### src/ltm_pkg.sv
package ltm_pkg;

    // parameter addresses on the drive parameter port
    localparam logic [15:0] LTM_ADDR_SOFT_ENABLE = 16'h0606;
    localparam logic [15:0] LTM_ADDR_SOFT_POS = 16'h0608;
    localparam logic [15:0] LTM_ADDR_SOFT_NEG = 16'h060a;
    localparam logic [15:0] LTM_ADDR_REF_TYPE = 16'h061c;
    localparam logic [15:0] LTM_ADDR_NEG_TYPE = 16'h061e;
    localparam logic [15:0] LTM_ADDR_POS_TYPE = 16'h0620;
    localparam logic [15:0] LTM_ADDR_REACH = 16'h068e;

    // switch evaluation codes
    localparam logic [15:0] LTM_SW_IGNORED = 16'h0000;
    localparam logic [15:0] LTM_SW_NC = 16'h0001;
    localparam logic [15:0] LTM_SW_NO = 16'h0002;

    // soft limit enable codes, bit 0 positive, bit 1 negative
    localparam logic [15:0] LTM_SOFT_NONE = 16'h0000;
    localparam logic [15:0] LTM_SOFT_BOTH = 16'h0003;
    localparam int LTM_SOFT_POS_BIT = 0;
    localparam int LTM_SOFT_NEG_BIT = 1;

    // limit reach behaviour codes
    localparam logic [15:0] LTM_REACH_BEHIND = 16'h0000;
    localparam logic [15:0] LTM_REACH_AT = 16'h0001;

    // reset values
    localparam logic [15:0] LTM_RST_SWITCH_TYPE = 16'h0001;
    localparam logic [15:0] LTM_RST_REACH = 16'h0000;
    localparam logic [15:0] LTM_RST_SOFT_ENABLE = 16'h0000;
    localparam logic [31:0] LTM_RST_SOFT_POS = 32'h7fff_ffff;
    localparam logic [31:0] LTM_RST_SOFT_NEG = 32'h8000_0000;

    // error source bit positions
    localparam int LTM_ERR_HW_POS = 0;
    localparam int LTM_ERR_HW_NEG = 1;
    localparam int LTM_ERR_SW_POS = 2;
    localparam int LTM_ERR_SW_NEG = 3;
    localparam int LTM_ERR_W = 4;

    // drive operating states seen by this block
    typedef enum logic [3:0] {
        LTM_ST_DISABLED = 4'b0000,
        LTM_ST_OP_ENABLED = 4'b0110,
        LTM_ST_QUICK_STOP = 4'b0111
    } ltm_state_t;

    // operating modes
    typedef enum logic [2:0] {
        LTM_MODE_JOG_STEP = 3'b000,
        LTM_MODE_JOG_CONT = 3'b001,
        LTM_MODE_PROFILE_POS = 3'b010,
        LTM_MODE_PROFILE_VEL = 3'b011,
        LTM_MODE_PROFILE_TRQ = 3'b100,
        LTM_MODE_HOMING = 3'b101
    } ltm_mode_t;

endpackage

### src/ltm_sync.sv
`timescale 1ns/100ps
// two-stage level synchroniser, one per input bit
module ltm_sync #(
    parameter int WIDTH = 3
) (
    // clock and reset
    input wire logic i_sys_clk,
    input wire logic i_rst,
    // levels
    input wire logic [WIDTH-1:0] i_async,
    output logic [WIDTH-1:0] o_sync
);

    // first stage, read only by the second
    logic [WIDTH-1:0] meta_reg;

    // both stages clear to zero under reset
    always_ff @(posedge i_sys_clk) begin
        if (i_rst) begin
            meta_reg <= '0;
            o_sync <= '0;
        end else begin
            meta_reg <= i_async;
            o_sync <= meta_reg;
        end
    end

endmodule // ltm_sync

### src/ltm_travel_limit_monitor.sv
`timescale 1ns/100ps
// Functional notes
// - hardware switch trip stops, errors, state 7
// - fault reset clears error, returns state 6
// - after switch trip, only move away
// - positive switch type 0 off,1 NC,2 NO
// - negative switch type same coding, NC default
// - switch types written only disabled, apply at enable
// - reference switch only while homing toward it
// - reference type 1 NC, 2 NO, 0 refused
// - soft limit reached stops, errors, state 7
// - after soft limit stop, only move away
// - soft limits checked only with valid zero
// - target modes check target, stop before limit
// - modes without target quick stop at limit
// - reach behaviour 0 at limit, 1 ahead
// - soft enable 0..3, needs valid zero point
// - signed soft limits, disabled writes, apply at enable
module ltm_travel_limit_monitor
    import ltm_pkg::*;
#(
    parameter int POS_W = 32
) (
    // clock and reset
    input wire logic i_sys_clk,
    input wire logic i_rst,
    // raw switch inputs
    input wire logic i_positive_travel_switch,
    input wire logic i_negative_travel_switch,
    input wire logic i_reference_switch,
    // drive and motion status
    input wire logic i_power_enable,
    input wire logic i_fault_reset,
    input wire ltm_pkg::ltm_mode_t i_op_mode,
    input wire logic i_homing_to_ref,
    input wire logic i_zero_valid,
    input wire logic i_move_start,
    input wire logic i_move_pos,
    input wire logic i_move_neg,
    // positions in user units
    input wire logic signed [POS_W-1:0] i_actual_pos,
    input wire logic signed [POS_W-1:0] i_target_pos,
    input wire logic [POS_W-1:0] i_stop_distance,
    // parameter port
    input wire logic i_par_wr,
    input wire logic i_par_rd,
    input wire logic [15:0] i_par_addr,
    input wire logic [31:0] i_par_wdata,
    output logic [31:0] o_par_rdata,
    output logic o_par_ack,
    output logic o_par_reject,
    // monitor results
    output ltm_pkg::ltm_state_t o_drive_state,
    output logic o_quick_stop,
    output logic o_limit_error,
    output logic [ltm_pkg::LTM_ERR_W-1:0] o_error_src,
    output logic o_inhibit_pos,
    output logic o_inhibit_neg,
    output logic o_target_beyond,
    output logic o_ref_switch_hit
);

    ////////////////////////////////////////////////////////////////////////////
    // declarations

    // synchronised switch levels: bit 0 pos, 1 neg, 2 ref
    logic [2:0] sw_sync;
    // shadow settings written by software
    logic [15:0] pos_type_reg;
    logic [15:0] neg_type_reg;
    logic [15:0] ref_type_reg;
    logic [15:0] reach_reg;
    logic [15:0] soft_en_reg;
    logic signed [POS_W-1:0] soft_pos_reg;
    logic signed [POS_W-1:0] soft_neg_reg;
    // copies in force since the last power stage enable
    logic [15:0] pos_type_act_reg;
    logic [15:0] neg_type_act_reg;
    logic [15:0] ref_type_act_reg;
    logic signed [POS_W-1:0] soft_pos_act_reg;
    logic signed [POS_W-1:0] soft_neg_act_reg;
    // power enable edge detect
    logic power_dly_reg;
    logic power_rise;
    // evaluated switch levels
    logic pos_hw_active;
    logic neg_hw_active;
    logic ref_active;
    // soft limit evaluation
    logic soft_on;
    logic target_mode;
    logic use_ahead;
    logic signed [POS_W:0] pos_ahead;
    logic signed [POS_W:0] neg_ahead;
    logic pos_sw_hit;
    logic neg_sw_hit;
    // trip events in this cycle
    logic [LTM_ERR_W-1:0] trip_now;
    logic toward_blocked;
    logic new_error;
    // direction inhibits
    logic inhibit_pos_next;
    logic inhibit_neg_next;
    // state
    ltm_state_t state_reg;
    ltm_state_t state_next;
    // parameter write checks
    logic wr_allowed;
    logic wr_valid;

    ////////////////////////////////////////////////////////////////////////////
    // helpers

    // switch type decode, shared by all three switches
    function automatic logic switch_eval(input logic [15:0] kind, input logic level);
        logic result;
        result = 1'b0;
        if (kind == LTM_SW_NC) begin
            result = ~level;
        end else if (kind == LTM_SW_NO) begin
            result = level;
        end
        return result;
    endfunction

    // legal limit switch type
    function automatic logic limit_type_ok(input logic [31:0] value);
        return value[15:0] <= LTM_SW_NO && value[31:16] == 16'h0000;
    endfunction

    ////////////////////////////////////////////////////////////////////////////
    // input synchronisation

    ltm_sync #(
        .WIDTH(3)
    ) u_sync (
        .i_sys_clk(i_sys_clk),
        .i_rst(i_rst),
        .i_async({i_reference_switch, i_negative_travel_switch, i_positive_travel_switch}),
        .o_sync(sw_sync)
    );

    ////////////////////////////////////////////////////////////////////////////
    // parameter port

    // switch type and soft limit writes are blocked while the power stage is enabled
    assign wr_allowed = ~i_power_enable;

    // value and permission check per address
    always_comb begin
        wr_valid = 1'b0;
        case (i_par_addr)
            LTM_ADDR_POS_TYPE, LTM_ADDR_NEG_TYPE: begin
                wr_valid = wr_allowed && limit_type_ok(i_par_wdata);
            end
            LTM_ADDR_REF_TYPE: begin
                wr_valid = wr_allowed && i_par_wdata[31:16] == 16'h0000
                    && (i_par_wdata[15:0] == LTM_SW_NC || i_par_wdata[15:0] == LTM_SW_NO);
            end
            LTM_ADDR_REACH: begin
                wr_valid = i_par_wdata[31:16] == 16'h0000 && i_par_wdata[15:0] <= LTM_REACH_AT;
            end
            LTM_ADDR_SOFT_ENABLE: begin
                wr_valid = i_par_wdata[31:16] == 16'h0000 && i_par_wdata[15:0] <= LTM_SOFT_BOTH
                    && (i_zero_valid || i_par_wdata[15:0] == LTM_SOFT_NONE);
            end
            LTM_ADDR_SOFT_POS, LTM_ADDR_SOFT_NEG: begin
                wr_valid = wr_allowed;
            end
            default: begin
                wr_valid = 1'b0;
            end
        endcase
    end

    // shadow settings, stored on an accepted write
    always_ff @(posedge i_sys_clk) begin
        if (i_rst) begin
            pos_type_reg <= LTM_RST_SWITCH_TYPE;
            neg_type_reg <= LTM_RST_SWITCH_TYPE;
            ref_type_reg <= LTM_RST_SWITCH_TYPE;
            reach_reg <= LTM_RST_REACH;
            soft_en_reg <= LTM_RST_SOFT_ENABLE;
            soft_pos_reg <= LTM_RST_SOFT_POS;
            soft_neg_reg <= LTM_RST_SOFT_NEG;
        end else if (i_par_wr && wr_valid) begin
            case (i_par_addr)
                LTM_ADDR_POS_TYPE: begin
                    pos_type_reg <= i_par_wdata[15:0];
                end
                LTM_ADDR_NEG_TYPE: begin
                    neg_type_reg <= i_par_wdata[15:0];
                end
                LTM_ADDR_REF_TYPE: begin
                    ref_type_reg <= i_par_wdata[15:0];
                end
                LTM_ADDR_REACH: begin
                    reach_reg <= i_par_wdata[15:0];
                end
                LTM_ADDR_SOFT_ENABLE: begin
                    soft_en_reg <= i_par_wdata[15:0];
                end
                LTM_ADDR_SOFT_POS: begin
                    soft_pos_reg <= i_par_wdata;
                end
                LTM_ADDR_SOFT_NEG: begin
                    soft_neg_reg <= i_par_wdata;
                end
                default: begin
                    soft_en_reg <= soft_en_reg;
                end
            endcase
        end
    end

    // read data, ack and reject, one cycle after the request
    always_ff @(posedge i_sys_clk) begin
        if (i_rst) begin
            o_par_rdata <= 32'h0000_0000;
            o_par_ack <= 1'b0;
            o_par_reject <= 1'b0;
        end else begin
            o_par_ack <= i_par_wr || i_par_rd;
            o_par_reject <= i_par_wr && ~wr_valid;
            if (i_par_rd) begin
                // reads return the written value, not the copy in force
                case (i_par_addr)
                    LTM_ADDR_POS_TYPE: o_par_rdata <= {16'h0000, pos_type_reg};
                    LTM_ADDR_NEG_TYPE: o_par_rdata <= {16'h0000, neg_type_reg};
                    LTM_ADDR_REF_TYPE: o_par_rdata <= {16'h0000, ref_type_reg};
                    LTM_ADDR_REACH: o_par_rdata <= {16'h0000, reach_reg};
                    LTM_ADDR_SOFT_ENABLE: o_par_rdata <= {16'h0000, soft_en_reg};
                    LTM_ADDR_SOFT_POS: o_par_rdata <= soft_pos_reg;
                    LTM_ADDR_SOFT_NEG: o_par_rdata <= soft_neg_reg;
                    default: o_par_rdata <= 32'h0000_0000;
                endcase
            end
        end
    end

    ////////////////////////////////////////////////////////////////////////////
    // settings in force

    assign power_rise = i_power_enable && ~power_dly_reg;

    // power enable edge detector
    always_ff @(posedge i_sys_clk) begin
        if (i_rst) begin
            power_dly_reg <= 1'b0;
        end else begin
            power_dly_reg <= i_power_enable;
        end
    end

    always_ff @(posedge i_sys_clk) begin
        if (i_rst) begin
            pos_type_act_reg <= LTM_RST_SWITCH_TYPE;
            neg_type_act_reg <= LTM_RST_SWITCH_TYPE;
            ref_type_act_reg <= LTM_RST_SWITCH_TYPE;
            soft_pos_act_reg <= LTM_RST_SOFT_POS;
            soft_neg_act_reg <= LTM_RST_SOFT_NEG;
        end else if (power_rise) begin
            pos_type_act_reg <= pos_type_reg;
            neg_type_act_reg <= neg_type_reg;
            ref_type_act_reg <= ref_type_reg;
            soft_pos_act_reg <= soft_pos_reg;
            soft_neg_act_reg <= soft_neg_reg;
        end
    end

    ////////////////////////////////////////////////////////////////////////////
    // switch evaluation

    assign pos_hw_active = switch_eval(pos_type_act_reg, sw_sync[0]);
    assign neg_hw_active = switch_eval(neg_type_act_reg, sw_sync[1]);
    assign ref_active = switch_eval(ref_type_act_reg, sw_sync[2]);

    always_ff @(posedge i_sys_clk) begin
        if (i_rst) begin
            o_ref_switch_hit <= 1'b0;
        end else begin
            o_ref_switch_hit <= i_op_mode == LTM_MODE_HOMING && i_homing_to_ref && ref_active;
        end
    end

    ////////////////////////////////////////////////////////////////////////////
    // soft limit evaluation

    assign soft_on = i_zero_valid;
    assign target_mode = i_op_mode == LTM_MODE_JOG_STEP || i_op_mode == LTM_MODE_PROFILE_POS;
    // target modes always stop before the limit; others follow the setting
    // ahead-of-limit selection
    assign use_ahead = target_mode || reach_reg == LTM_REACH_AT;

    always_comb begin
        pos_ahead = $signed({i_actual_pos[POS_W-1], i_actual_pos});
        neg_ahead = $signed({i_actual_pos[POS_W-1], i_actual_pos});
        if (use_ahead) begin
            pos_ahead = pos_ahead + $signed({1'b0, i_stop_distance});
            neg_ahead = neg_ahead - $signed({1'b0, i_stop_distance});
        end
    end

    assign pos_sw_hit = soft_on && soft_en_reg[LTM_SOFT_POS_BIT] && i_move_pos
        && pos_ahead >= $signed({soft_pos_act_reg[POS_W-1], soft_pos_act_reg});
    assign neg_sw_hit = soft_on && soft_en_reg[LTM_SOFT_NEG_BIT] && i_move_neg
        && neg_ahead <= $signed({soft_neg_act_reg[POS_W-1], soft_neg_act_reg});

    always_ff @(posedge i_sys_clk) begin
        if (i_rst) begin
            o_target_beyond <= 1'b0;
        end else if (i_move_start && target_mode) begin
            // only a flag: the move still starts normally
            o_target_beyond <= soft_on
                && ((soft_en_reg[LTM_SOFT_POS_BIT] && i_target_pos > soft_pos_act_reg)
                || (soft_en_reg[LTM_SOFT_NEG_BIT] && i_target_pos < soft_neg_act_reg));
        end
    end

    ////////////////////////////////////////////////////////////////////////////
    // trips, inhibits and error

    assign trip_now[LTM_ERR_HW_POS] = pos_hw_active && i_move_pos;
    assign trip_now[LTM_ERR_HW_NEG] = neg_hw_active && i_move_neg;
    assign trip_now[LTM_ERR_SW_POS] = pos_sw_hit;
    assign trip_now[LTM_ERR_SW_NEG] = neg_sw_hit;

    assign toward_blocked = (o_inhibit_pos && i_move_pos) || (o_inhibit_neg && i_move_neg);
    assign new_error = state_reg == LTM_ST_OP_ENABLED && ((|trip_now) || toward_blocked);

    // an inhibit stays until its cause has gone; a new trip wins over release
    always_comb begin
        inhibit_pos_next = o_inhibit_pos;
        inhibit_neg_next = o_inhibit_neg;
        if (~pos_hw_active && ~(soft_on && soft_en_reg[LTM_SOFT_POS_BIT]
            && i_actual_pos >= soft_pos_act_reg)) begin
            inhibit_pos_next = 1'b0;
        end
        if (~neg_hw_active && ~(soft_on && soft_en_reg[LTM_SOFT_NEG_BIT]
            && i_actual_pos <= soft_neg_act_reg)) begin
            inhibit_neg_next = 1'b0;
        end
        if (trip_now[LTM_ERR_HW_POS] || trip_now[LTM_ERR_SW_POS]) begin
            inhibit_pos_next = 1'b1;
        end
        if (trip_now[LTM_ERR_HW_NEG] || trip_now[LTM_ERR_SW_NEG]) begin
            inhibit_neg_next = 1'b1;
        end
    end

    // direction inhibit flags
    always_ff @(posedge i_sys_clk) begin
        if (i_rst) begin
            o_inhibit_pos <= 1'b0;
            o_inhibit_neg <= 1'b0;
        end else begin
            o_inhibit_pos <= inhibit_pos_next;
            o_inhibit_neg <= inhibit_neg_next;
        end
    end

    always_ff @(posedge i_sys_clk) begin
        if (i_rst) begin
            o_limit_error <= 1'b0;
            o_error_src <= '0;
        end else if (new_error) begin
            o_limit_error <= 1'b1;
            o_error_src <= o_error_src | trip_now;
        end else if (i_fault_reset) begin
            o_limit_error <= 1'b0;
            o_error_src <= '0;
        end
    end

    ////////////////////////////////////////////////////////////////////////////
    // drive state

    // next state
    always_comb begin
        state_next = state_reg;
        case (state_reg)
            LTM_ST_DISABLED: begin
                if (i_power_enable) begin
                    state_next = LTM_ST_OP_ENABLED;
                end
            end
            LTM_ST_OP_ENABLED: begin
                if (~i_power_enable) begin
                    state_next = LTM_ST_DISABLED;
                end else if (new_error) begin
                    state_next = LTM_ST_QUICK_STOP;
                end
            end
            LTM_ST_QUICK_STOP: begin
                if (~i_power_enable) begin
                    state_next = LTM_ST_DISABLED;
                end else if (i_fault_reset) begin
                    state_next = LTM_ST_OP_ENABLED;
                end
            end
            default: begin
                state_next = LTM_ST_DISABLED;
            end
        endcase
    end

    // state register and quick stop request
    always_ff @(posedge i_sys_clk) begin
        if (i_rst) begin
            state_reg <= LTM_ST_DISABLED;
            o_quick_stop <= 1'b0;
        end else begin
            state_reg <= state_next;
            o_quick_stop <= state_next == LTM_ST_QUICK_STOP;
        end
    end

    assign o_drive_state = state_reg;

endmodule // ltm_travel_limit_monitor

### config.mk
export PLATFORM = sky130hd
export DESIGN_NAME = ltm_travel_limit_monitor
export DESIGN_NICKNAME = d
export VERILOG_FILES = /design/src/ltm_pkg.sv /design/src/ltm_sync.sv /design/src/ltm_travel_limit_monitor.sv
export SDC_FILE = /design/constraint.sdc
export NUM_CORES = 1
export LEC_CHECK = 0
export ABC_AREA = 1
export BUFFER_PORTS_ARGS = -buffer_cell sky130_fd_sc_hd__buf_4
export CORE_ASPECT_RATIO = 1.25
export CORE_MARGIN = 3
export CORE_UTILIZATION = 45
export DETAILED_ROUTE_END_ITERATION = 8
export GPL_TIMING_DRIVEN = 0
export PLACE_DENSITY = 0.65
export RECOVER_POWER = 100
export REMOVE_ABC_BUFFERS = 1
export SYNTH_ARGS = -nofsm -noshare
export SYNTH_HDL_FRONTEND = slang
export SYNTH_HIERARCHICAL = 1
export SYNTH_SLANG_ARGS = --single-unit
### constraint.sdc
create_clock -name i_sys_clk -period 9.75 [get_ports i_sys_clk]
set_clock_uncertainty 0.1 [all_clocks]
set_input_delay 1.4625 -clock i_sys_clk [delete_from_list [all_inputs] [get_ports i_sys_clk]]
set_output_delay 1.4625 -clock i_sys_clk [all_outputs]
set_load 0.02 [all_outputs]
==> summary by stage <==
Power and ir drop
The total leakage power is around 11 nW. The ratio of total power to cell area is roughly 130 nW/um2. VDD sags by at most between 0.1 and 0.15 mV.

Die
The die is about 250 um tall. The die covers a little over 50000 um2. The floorplan has 89 rows. For this configuration, the core starts out at a cell density of between 40 and 50%. In this run the count of I/O pins placed on the die edge is between 200 and 250. The floorplan step set the die width to approximately 200 um.

The core area is ~48000 um2.

Critical path
The data required time at the worst endpoint is just over 10 ns. The endpoint identified for the worst register-to-register timing path is o_error_src[2]$_SDFFE_PP0P_. The number of cells on the worst reg-to-reg path is 24. The critical path arrival is about 7.8 ns.

The highest-delay cell along the critical path is sky130_fd_sc_hd__nand2_1. The critical path startpoint is i_par_addr[6]. The launch point of the worst reg-to-reg path is reach_reg[7]$_SDFFE_PP0P_.

The critical path goes through buf_4, nor2_1, nand2_1, nor4_1, nand2_1, inv_1, o21ai_0, nand2_1, nor2_2, nand2_1, nand3_2, inv_1, nand2_1, nand3_1. The largest fanout of any net on the critical path is between 40 and 50. STA classifies the critical path endpoint as a flip-flop. In this design, the critical path's most frequently occurring cell is sky130_fd_sc_hd__nand2_1.

For flop-to-flop paths, the worst setup slack is 4.68 ns. By startpoint and endpoint, the worst setup path is classified as input pin to flip-flop. STA classifies the critical path startpoint as an input pin. The worst setup path endpoint is soft_pos_reg[13]$_SDFFE_PP1P_.

The largest single stage delay on the critical path is about 1.5 ns.

Clock tree
For this design, the CTS-stage hold fixing added 0 buffers. The clock net sink count is a little over 300. The post-CTS resize count is 0. After clock tree synthesis, the clock-pin slew on the worst setup and hold paths is approximately 0.07 ns. The maximum root-to-sink buffer count is 3. The setup fix buffers added after clock tree synthesis is 0. The number of clock buffers inserted by TritonCTS is 27.

The cell at the root of the clock tree is sky130_fd_sc_hd__clkbuf_16. The clock tree from TritonCTS is built. CTS built an H-tree with a depth of 1. The clock reaches the later pin of the worst-skew pair after about 0.56 ns.

Placement
The detailed-placement wirelength estimate is slightly below 60 mm. Routability-driven placement finished with a final weighted congestion of 0.943. The number of port buffers is around 210. The total instance count after detailed placement is 3899.

The setup slack after placement is a little over 3 ns.

Detailed routing
The number of search-and-repair iterations in the first detailed-routing pass is 6. The total number of vias is approximately 22000. Dividing the detail-routed wire length by the instance count gives roughly 19 um. In this run, the number of DRC markers left after iteration 0 of detailed routing was ~1400. The remaining routing DRC violations is 0. After detailed routing, the total wire length is 75.0 mm. The count of nets left with antenna violations after detail routing is 0. After detailed routing, the number of vias per cell comes to between 5 and 6.

Global route
The initial antenna violation count came to 0. The via count of the first global-routing pass was 21000. The global-route wire length before repair is around 110 mm. In this run the most used layer during global routing was met2. In the global route stage, met1 resource usage came out at 33.7%.

The residual overflow from global routing is 0. For met2 alone, demand over resource in global routing was approximately half. The met3 routing resource usage after global routing is under 10%. Across every metal layer, demand over resource in global routing totals 28.2%. The pin count of the biggest net entering global routing is about 100.

Logic synthesis
The number of flops mapped to enable cells by yosys is 0. The flop and latch count out of synthesis is 311. The number of synthesis warnings is 6. Averaged over all synthesized cells, the footprint is about 7 um2. For this run, the leading register cell type out of synthesis is sky130_fd_sc_hd__dfxtp_1. The count of unique library cells instantiated by Yosys is 57.

After synthesis, flip-flops and latches occupy around 29% of the total area. The cell area after synthesis is around 22000 um2. The number of standard cells after synthesis is roughly 3200. After synthesis, the share of flip-flops with an asynchronous set or reset is 0%.

Layout
From synthesis to final layout, the design area changed by 10.5%. Leaving out filler cells and counting taps, the final layout contains 3945. Leaving out fill and tap cells, the most frequent cell in the layout is sky130_fd_sc_hd__nand2_1. The area taken by flip-flops and latches is approximately 6200 um2. The number of antenna diodes in the final layout is 0. The area taken by multi-input logic gates is 12900 um2. The share of post-route cells with drive strength above 1 is between 8 and 9%. The final-stage net count is between 3000 and 4000. The count of fill cells added during filler insertion is slightly below 5000. Leaving out fill and tap cells, the most frequent cells in the layout are sky130_fd_sc_hd__nand2_1, sky130_fd_sc_hd__inv_1, sky130_fd_sc_hd__a21oi_1, sky130_fd_sc_hd__dfxtp_1, sky130_fd_sc_hd__ha_1.

Timing
The share of the cycle needed by the critical path after routing is between 70% and 80%. The worst pin sits at a relative slew slack of -111%. The count of final setup violators is 0. The shortest period the worst path allows is 7.39 ns.

The number of slew-limit violations in the final report came to 217. The number of hold violations in the final report was 0. For the pin with the worst max-slew slack, the measured transition is approximately 3.2 ns. Setup repair after global routing left no endpoint under its margin.

The setup slack after layout is 2.36 ns. For this run, the top clock speed supported by timing is roughly 140 MHz.

Hold path
The path class of the tightest hold or removal check is flip-flop to flip-flop.

Status
The flow ran to the end, but the final reports show violations. The checks that failed: max-capacitance violations, max-slew violations.

Run
The max-cap check violation count is 4.
-- Yosys cell counts (4+ instances only) --
cell / n / area (um2)
sky130_fd_sc_hd__o21ai_0: 211 / 1060
sky130_fd_sc_hd__a21o_1: 9 / 67.6
sky130_fd_sc_hd__a31oi_1: 6 / 37.5
sky130_fd_sc_hd__o21bai_1: 13 / 97.6
sky130_fd_sc_hd__o21ai_1: 9 / 45.0
sky130_fd_sc_hd__inv_4: 4 / 25.0
sky130_fd_sc_hd__dfxtp_1: 311 / 6230
sky130_fd_sc_hd__nor2_1: 213 / 800
sky130_fd_sc_hd__nor3_2: 51 / 510
sky130_fd_sc_hd__nand4_1: 89 / 557
sky130_fd_sc_hd__clkbuf_1: 95 / 357
sky130_fd_sc_hd__a21boi_0: 4 / 30.0
sky130_fd_sc_hd__buf_2: 19 / 95.1
sky130_fd_sc_hd__nand3_4: 6 / 105
sky130_fd_sc_hd__xor2_1: 9 / 78.8
sky130_fd_sc_hd__nand2_1: 685 / 2570
sky130_fd_sc_hd__buf_6: 12 / 135
sky130_fd_sc_hd__nor2_2: 5 / 31.3
sky130_fd_sc_hd__ha_1: 257 / 3220
sky130_fd_sc_hd__or2_2: 17 / 106
sky130_fd_sc_hd__a22o_1: 17 / 149
sky130_fd_sc_hd__nand3b_1: 4 / 30.0
sky130_fd_sc_hd__a21oi_1: 355 / 1780
sky130_fd_sc_hd__nor4_1: 14 / 87.6
sky130_fd_sc_hd__inv_2: 9 / 33.8
sky130_fd_sc_hd__nor3_1: 52 / 260
sky130_fd_sc_hd__o211ai_1: 42 / 315
sky130_fd_sc_hd__nand3_2: 4 / 40.0
sky130_fd_sc_hd__o22ai_1: 32 / 200
sky130_fd_sc_hd__o21a_1: 9 / 67.6
sky130_fd_sc_hd__nand3_1: 124 / 621
sky130_fd_sc_hd__inv_1: 450 / 1690
-- layout make-up --
cell class | count | area share [%]
Timing Repair Buffer | 216 | 6.37
Multi-Input combinational cell | 2269 | 53.6
Clock buffer | 34 | 3.08
Tap cell | 637 | 3.31
Clock inverter | 12 | 0.411
Sequential cell | 311 | 25.9
Inverter | 466 | 7.35
-- per-layer routing --
metal	up-vias	share of wire, %
met3	147	4.4
li1	10800	-
met1	10100	40
met4	0	5.7
met5	-	0
met2	645	50
-- worst max-delay path, delay by kind of cell --
kind | cells | cell delay [ns]
AND/OR/NAND/NOR | 10 | 3.64
AO/OA/AOI/OAI | 1 | 0.17
buffers and inverters | 3 | 2.38
-- power by group --
group	leakage, nW	internal, W	switching (W)
registers	2.53	0.00130	0.0000137
logic	8.21	0.000262	0.000505
clock network	0.425	0.000566	0.000481
total	11.2	0.00213	0.00100
-- worst min-delay path by stage --
stage	startpoint	depth (start not counted)	endpoint	slack, ns
floorplan	u_sync/meta_reg[0]$_SDFF_PP0_	2	u_sync/o_sync[0]$_SDFF_PP0_	0.29
global placement	u_sync/meta_reg[1]$_SDFF_PP0_	2	u_sync/o_sync[1]$_SDFF_PP0_	0.30
detailed placement	u_sync/meta_reg[1]$_SDFF_PP0_	2	u_sync/o_sync[1]$_SDFF_PP0_	0.30
CTS	u_sync/meta_reg[1]$_SDFF_PP0_	2	u_sync/o_sync[1]$_SDFF_PP0_	0.31
global route	u_sync/meta_reg[1]$_SDFF_PP0_	2	u_sync/o_sync[1]$_SDFF_PP0_	0.33
finish	u_sync/meta_reg[1]$_SDFF_PP0_	2	u_sync/o_sync[1]$_SDFF_PP0_	0.30
-- stage by stage --
step                setup TNS (ns)  hold slack, ns  util, %  total power [W]  cell area (um2)
floorplan                        0           0.288        -          0.00181            21200
detailed placement               0           0.296     49.9          0.00211            23700
global route                     0           0.325     50.6          0.00329            24100
CTS                              0           0.306     51.7          0.00315            24600
finish                           0           0.305     50.6          0.00313            24100
global placement           -117.52           0.296     49.4          0.00209            23500
-- kinds of logic (layout without fill, tap and decap cells) --
family / count (synthesis) / after routing / share of synthesized area (%)
mux: 2 / 2 / 0.103
fa+ha+maj: 259 / 259 / 15.0
simple gates: 1279 / 1279 / 26.9
other cells: 1 / 1 / 0.0172
flops: 311 / 311 / 28.6
compound gates: 719 / 719 / 18.1
xor+xnor: 9 / 9 / 0.362
buf+inv: 596 / 728 / 11.0
Power figures use the tool's default switching activity.
